$ cat src/design/iprb_pkg.sv
// Package with register map, field layout and types of the interrupt priority bank.
// Functional notes
// - Three-bit priority, higher code more urgent
// - Priority code zero disables the source
// - Every priority field resets to level four
// - Unimplemented priority bits read as zero
// - Priority fields are readable and writable
// - Register one: timer, compare, capture fields
// - Register two: serial rx, sync serial, timer
// - Register three: converter and serial tx fields
// - Register four: pin change and two-wire fields
// - Register five: captures h, g, external pin
// - Register seven: external pin c only
// - Register sixteen: serial error only
// - Flag set on request; only flagged arbitrate
// - Cleared enable bit blocks the request
package iprb_pkg;
   localparam int NSRC = 17;
   localparam logic [2:0] PRIO_RESET = 3'h4;
   localparam logic [2:0] PRIO_OFF = 3'h0;
   // Register byte addresses on the bus.
   localparam logic [11:0] ADDR_PRIO1 = 12'h000;
   localparam logic [11:0] ADDR_PRIO2 = 12'h004;
   localparam logic [11:0] ADDR_PRIO3 = 12'h008;
   localparam logic [11:0] ADDR_PRIO4 = 12'h00C;
   localparam logic [11:0] ADDR_PRIO5 = 12'h010;
   localparam logic [11:0] ADDR_PRIO7 = 12'h014;
   localparam logic [11:0] ADDR_PRIO16 = 12'h018;
   localparam logic [11:0] ADDR_FLAG = 12'h020;
   localparam logic [11:0] ADDR_ENABLE = 12'h024;
   localparam logic [11:0] ADDR_CPU_LEVEL = 12'h028;
   localparam logic [11:0] ADDR_STATUS = 12'h02C;
   // Source index: order gives the fixed tie position.
   localparam int S_TIMER_B = 0;
   localparam int S_COMPARE_B = 1;
   localparam int S_CAPTURE_B = 2;
   localparam int S_SERIAL_RX = 3;
   localparam int S_SYNC_EVT = 4;
   localparam int S_SYNC_ERR = 5;
   localparam int S_TIMER_C = 6;
   localparam int S_CONV_DONE = 7;
   localparam int S_SERIAL_TX = 8;
   localparam int S_PIN_CHANGE = 9;
   localparam int S_TW_MASTER = 10;
   localparam int S_TW_SLAVE = 11;
   localparam int S_CAPTURE_H = 12;
   localparam int S_CAPTURE_G = 13;
   localparam int S_EXT_B = 14;
   localparam int S_EXT_C = 15;
   localparam int S_SERIAL_ERR = 16;
   // Field low-bit positions inside a 16-bit priority register.
   localparam int F_HI = 12;
   localparam int F_MID = 8;
   localparam int F_LO = 4;
   localparam int F_BOT = 0;
   typedef struct packed {
      logic valid;
      logic [4:0] source;
      logic [2:0] level;
   } iprb_req_s;
endpackage : iprb_pkg

$ cat src/design/iprb_bank.sv
// Interrupt priority bank with flags, enables and arbitration on an APB slave.
//
// Our own choices: the APB interface to the registers and the register offsets.
`timescale 1ns/1ps
module iprb_bank (
   input wire logic clk_i,
   input wire logic rst_i,
   input wire logic psel_i,
   input wire logic penable_i,
   input wire logic pwrite_i,
   input wire logic [11:0] paddr_i,
   input wire logic [31:0] pwdata_i,
   output logic [31:0] prdata_o,
   output logic pready_o,
   output logic pslverr_o,
   input wire logic [16:0] event_i,
   output iprb_pkg::iprb_req_s req_o,
   output logic irq_o
);
   localparam int N = iprb_pkg::NSRC;
   logic [2:0] prio [N];
   logic [N-1:0] flag;
   logic [N-1:0] enable;
   logic [2:0] cpu_level;
   logic wr;
   logic rd;
   logic hit;
   logic ack;
   logic [2:0] won_prio;
   logic [31:0] next_rdata;
   iprb_pkg::iprb_req_s next_req;

   assign wr = psel_i & penable_i & pwrite_i & ack;
   assign rd = psel_i & penable_i & ~pwrite_i & ack;
   assign pready_o = psel_i & penable_i & ack;

   function automatic logic [15:0] fld(input logic [2:0] v, input int pos);
      fld = 16'(v) << pos;
   endfunction : fld

   always_comb begin
      next_rdata = 32'h0;
      hit = 1'b1;
      case (paddr_i)
         iprb_pkg::ADDR_PRIO1: next_rdata[15:0] = fld(prio[iprb_pkg::S_TIMER_B], iprb_pkg::F_HI)
            | fld(prio[iprb_pkg::S_COMPARE_B], iprb_pkg::F_MID) | fld(prio[iprb_pkg::S_CAPTURE_B], iprb_pkg::F_LO);
         iprb_pkg::ADDR_PRIO2: next_rdata[15:0] = fld(prio[iprb_pkg::S_SERIAL_RX], iprb_pkg::F_HI)
            | fld(prio[iprb_pkg::S_SYNC_EVT], iprb_pkg::F_MID) | fld(prio[iprb_pkg::S_SYNC_ERR], iprb_pkg::F_LO)
            | fld(prio[iprb_pkg::S_TIMER_C], iprb_pkg::F_BOT);
         iprb_pkg::ADDR_PRIO3: next_rdata[15:0] = fld(prio[iprb_pkg::S_CONV_DONE], iprb_pkg::F_LO)
            | fld(prio[iprb_pkg::S_SERIAL_TX], iprb_pkg::F_BOT);
         iprb_pkg::ADDR_PRIO4: next_rdata[15:0] = fld(prio[iprb_pkg::S_PIN_CHANGE], iprb_pkg::F_HI)
            | fld(prio[iprb_pkg::S_TW_MASTER], iprb_pkg::F_LO) | fld(prio[iprb_pkg::S_TW_SLAVE], iprb_pkg::F_BOT);
         iprb_pkg::ADDR_PRIO5: next_rdata[15:0] = fld(prio[iprb_pkg::S_CAPTURE_H], iprb_pkg::F_HI)
            | fld(prio[iprb_pkg::S_CAPTURE_G], iprb_pkg::F_MID) | fld(prio[iprb_pkg::S_EXT_B], iprb_pkg::F_BOT);
         iprb_pkg::ADDR_PRIO7: next_rdata[15:0] = fld(prio[iprb_pkg::S_EXT_C], iprb_pkg::F_LO);
         iprb_pkg::ADDR_PRIO16: next_rdata[15:0] = fld(prio[iprb_pkg::S_SERIAL_ERR], iprb_pkg::F_LO);
         iprb_pkg::ADDR_FLAG: next_rdata = 32'(flag);
         iprb_pkg::ADDR_ENABLE: next_rdata = 32'(enable);
         iprb_pkg::ADDR_CPU_LEVEL: next_rdata = 32'(cpu_level);
         iprb_pkg::ADDR_STATUS: next_rdata = 32'(req_o);
         default: hit = 1'b0;
      endcase
   end

   // Read data is registered in the first access cycle, so the bank answers one cycle later.
   always_ff @(posedge clk_i) begin
      if (rst_i) begin
         ack <= 1'b0;
         prdata_o <= 32'h0;
      end else begin
         ack <= psel_i & penable_i & ~ack;
         prdata_o <= (psel_i & penable_i & ~pwrite_i & ~ack) ? next_rdata : 32'h0;
      end
   end
   assign pslverr_o = pready_o & ~hit;

   task automatic put(input int s, input int pos);
      prio[s] <= pwdata_i[pos +: 3];
   endtask : put

   always_ff @(posedge clk_i) begin
      if (rst_i) begin
         for (int i = 0; i < N; i++) begin
            prio[i] <= iprb_pkg::PRIO_RESET;
         end
      end else if (wr) begin
         case (paddr_i)
            iprb_pkg::ADDR_PRIO1: begin
               put(iprb_pkg::S_TIMER_B, iprb_pkg::F_HI);
               put(iprb_pkg::S_COMPARE_B, iprb_pkg::F_MID);
               put(iprb_pkg::S_CAPTURE_B, iprb_pkg::F_LO);
            end
            iprb_pkg::ADDR_PRIO2: begin
               put(iprb_pkg::S_SERIAL_RX, iprb_pkg::F_HI);
               put(iprb_pkg::S_SYNC_EVT, iprb_pkg::F_MID);
               put(iprb_pkg::S_SYNC_ERR, iprb_pkg::F_LO);
               put(iprb_pkg::S_TIMER_C, iprb_pkg::F_BOT);
            end
            iprb_pkg::ADDR_PRIO3: begin
               put(iprb_pkg::S_CONV_DONE, iprb_pkg::F_LO);
               put(iprb_pkg::S_SERIAL_TX, iprb_pkg::F_BOT);
            end
            iprb_pkg::ADDR_PRIO4: begin
               put(iprb_pkg::S_PIN_CHANGE, iprb_pkg::F_HI);
               put(iprb_pkg::S_TW_MASTER, iprb_pkg::F_LO);
               put(iprb_pkg::S_TW_SLAVE, iprb_pkg::F_BOT);
            end
            iprb_pkg::ADDR_PRIO5: begin
               put(iprb_pkg::S_CAPTURE_H, iprb_pkg::F_HI);
               put(iprb_pkg::S_CAPTURE_G, iprb_pkg::F_MID);
               put(iprb_pkg::S_EXT_B, iprb_pkg::F_BOT);
            end
            iprb_pkg::ADDR_PRIO7: put(iprb_pkg::S_EXT_C, iprb_pkg::F_LO);
            iprb_pkg::ADDR_PRIO16: put(iprb_pkg::S_SERIAL_ERR, iprb_pkg::F_LO);
            default: ;
         endcase
      end
   end

   // Flags are sticky; writing a one clears, but a same-cycle event keeps the flag set.
   always_ff @(posedge clk_i) begin
      if (rst_i) begin
         flag <= '0;
      end else if (wr && paddr_i == iprb_pkg::ADDR_FLAG) begin
         flag <= (flag & ~pwdata_i[N-1:0]) | event_i;
      end else begin
         flag <= flag | event_i;
      end
   end

   always_ff @(posedge clk_i) begin
      if (rst_i) begin
         enable <= '0;
         cpu_level <= 3'h0;
      end else if (wr) begin
         if (paddr_i == iprb_pkg::ADDR_ENABLE) begin
            enable <= pwdata_i[N-1:0];
         end
         if (paddr_i == iprb_pkg::ADDR_CPU_LEVEL) begin
            cpu_level <= pwdata_i[2:0];
         end
      end
   end

   // Strict greater-than keeps the lowest index among equal levels.
   always_comb begin
      next_req = '0;
      for (int i = 0; i < N; i++) begin
         if (flag[i] && enable[i] && prio[i] != iprb_pkg::PRIO_OFF && prio[i] > next_req.level) begin
            next_req.valid = 1'b1;
            next_req.source = 5'(i);
            next_req.level = prio[i];
         end
      end
      if (next_req.level <= cpu_level) begin
         next_req = '0;
      end
   end

   always_ff @(posedge clk_i) begin
      if (rst_i) begin
         req_o <= '0;
         won_prio <= 3'h0;
      end else begin
         req_o <= next_req;
         won_prio <= prio[next_req.source];
      end
   end

   assign irq_o = req_o.valid;
endmodule : iprb_bank

$ cat config.mk
export PLATFORM = sky130hd
export DESIGN_NAME = iprb_bank
export DESIGN_NICKNAME = d
export VERILOG_FILES = /design/src/design/iprb_pkg.sv /design/src/design/iprb_bank.sv
export SDC_FILE = /design/constraint.sdc
export NUM_CORES = 1
export LEC_CHECK = 0
export ABC_CLOCK_PERIOD_IN_PS = 28700
export BUFFER_PORTS_ARGS = -buffer_cell sky130_fd_sc_hd__buf_2
export CORE_MARGIN = 3
export CORE_UTILIZATION = 45
export CTS_CLUSTER_DIAMETER = 100
export CTS_CLUSTER_SIZE = 12
export DETAILED_ROUTE_END_ITERATION = 8
export PLACE_DENSITY_LB_ADDON = 0.08
export SYNTH_ARGS = -nofsm -noshare
export SYNTH_HDL_FRONTEND = slang
export SYNTH_SLANG_ARGS = --single-unit
$ cat constraint.sdc
create_clock -name clk_i -period 28.7 [get_ports clk_i]
set_input_delay 1.435 -clock clk_i [delete_from_list [all_inputs] [get_ports clk_i]]
set_output_delay 1.435 -clock clk_i [all_outputs]
set_load 0.02 [all_outputs]
==> reports/qor.yml <==
status: "completed"
worst_slew_pin_slew_ns: 1.292
drt_iter0_drc: 812
fin_crit_sh_pct: 89.66
final_area_um2: 8332
synth_flop_cell: "dfxtp_1"
powerDensity_nw_per_um2: 49.95
drcViolationCount: 0
io_pins: 110
cp_slowest_cell: "o21ai_0"
area_growth_pct: 16.85
cts_resized: 0
worstPathRequired_ns: 28.99
cp.arrival_ns: 26.02
syn_inst: 961
yosysMostFrequentCell: "nand2_1"
layout-drive-gt1-share_pct: 14.64
grt_max_degree: 91
rows: 45
finalHoldViolCount: 0
cp_max_fo: 12
cts_max_level: 4
maxSlewViolCount: 0
cp_common_cell: "ha_1"
die-width_um: 131.9
async_flop_share_pct: 0
fin_skew_ns: 0.008050
fin_util_pct: 54.20
antenna_cells: 0
yosys_warnings: 0
synth_top_cell_area_share_pct: 32.29
setup.worst_path.start_class: "flop"
grt_usage_pct: 29.35
clk_latency_ns: 0.43
period_needed_ns: 25.73
viasPerCell: 6.065
fin_cells: 1256
cts_setup_buffers: 0
place_hpwl_mm: 19.09
antenna_found_initial: 0
path_clk_slew_ns: 0.05
avgSynthCellArea_um2: 7.420
via_count: 7618
synth_seq_cells: 115
die_area_um2: 17390
fmax_mhz: 38.86
worstSetupEndpointType: "flop"
grt_pass1_wl_mm: 40.01
tns_ns: 0
synth.distinct_cells: 82
maxCapViolations: 0
dp.cells: 1225
routed_wirelength_mm: 25.84
die_y_um: 131.9
cts_hold_buf: 0
synth_area_leaders: "dfxtp_1, nand2_1, a21oi_1"
drt.antenna.violating_nets: 0
ir_drop_mv: 0.03529
core_area_um2: 15370
hp-class: "flop to flop"
cts-root-buf: "clkbuf_16"
start_util_pct: 46.39
power_mw: 0.4162
crit_family: "compound AO/OA/AOI/OAI gates"
ys_seq_area_share_pct: 32.29
drt-wirelength-per-cell_um: 20.57
synth-edff-count: 0
synth.largest_area_cell: "dfxtp_1"
worstSetupPathType: "flop to flop"
critPathMaxStageDelay_ns: 0.48
cts_sinks: 115
rsz0062_at_grt: "no"
grt_pass1_vias: 6938
grt_overflow_total: 0
leakage_nw: 3.204
numPortBuffers: 79
drtPass1Iterations: 6
gp_congestion: 0.9655
finalSetupViolCount: 0
clock_path_buffers: 2
maxSlewHeadroom_pct: 13.21
finalNetCount: 1122
syn_area_um2: 7131
cts_buffers: 17
dpl_cell_area_um2: 7672
synth_common_cells: "nand2_1, dfxtp_1, a21oi_1"
path_buf_inv: 4
cts_tree: "done"
## where the power goes
group          internal (mW)  switching (mW)
clock network          0.162          0.0758
logic                0.00416         0.00982
registers              0.162         0.00258
total                  0.328          0.0882
## worst paths after layout
path           start       end  slack [ns]  depth (start not counted)
max          flag[0]  req_o[1]        2.97                        119
min              ack       ack        0.46                          1
max reg2reg  flag[0]  req_o[1]        2.97                        119
min reg2reg      ack       ack        0.46                          1
## cell families (layout without fill, tap and decap cells)
group | after synthesis | after routing | share of synthesized area (%)
other | 1 | 15 | 0.05259
flip-flops | 115 | 115 | 32.29
multiplexers | 13 | 13 | 1.895
adder cells (fa/ha/maj) | 25 | 25 | 4.317
AO/OA/AOI/OAI | 313 | 313 | 30.55
buffers and inverters | 85 | 155 | 5.334
AND/OR/NAND/NOR | 409 | 409 | 25.57
## cell usage in the layout, fill, tap and decap left out, types with 7 or more instances in the layout
cell type	n
o21ai_0	34
and3_1	15
nand3b_1	12
nor4_1	7
dfxtp_1	115
o21a_1	8
a21o_1	7
mux2i_1	9
a31oi_1	18
buf_4	7
buf_2	79
a222oi_1	12
a21oi_1	111
o211ai_1	14
nand2_1	191
inv_1	36
and2_1	9
nor2_1	91
nor3_1	22
ha_1	23
a22o_1	7
conb_1	15
nor2b_1	10
a22oi_1	20
clkbuf_16	17
nand3_1	26
## state kept, by name, summed over array words and instances, names as in the netlist
name and cells:
prio 51, enable 17, flag 17, prdata_o 17, req_o 8, cpu_level 3
ack 1, irq_o 1
## metal layers
| layer | GRT usage [%] | up-vias | share of wire, % |
|---|---|---|---|
| met1 | 40.40 | 3478 | 43 |
| met5 | 0 | - | 0 |
| met2 | 43.64 | 425 | 43 |
| met3 | 6.985 | 67 | 10 |
| li1 | - | 3648 | - |
| met4 | 13.19 | 0 | 4.5 |
## per-stage QoR
stage	worst slack (ns)	hold slack (ns)
after floorplan	6.490	0.4129
after global placement	3.709	0.4379
after detailed placement	3.506	0.4421
after CTS	3.308	0.4519
after global routing	0.9468	0.4631
final	2.968	0.4560
## layout make-up
class	instances	area, um2
Inverter	38	142.6
Sequential cell	115	2302
Fill cell	1531	7039
Clock buffer	22	484.2
Tap cell	211	264.0
Timing Repair Buffer	86	447.9
Clock inverter	9	175.2
Multi-Input combinational cell	775	4516
Note: power is estimated with default switching activity, not from simulation.
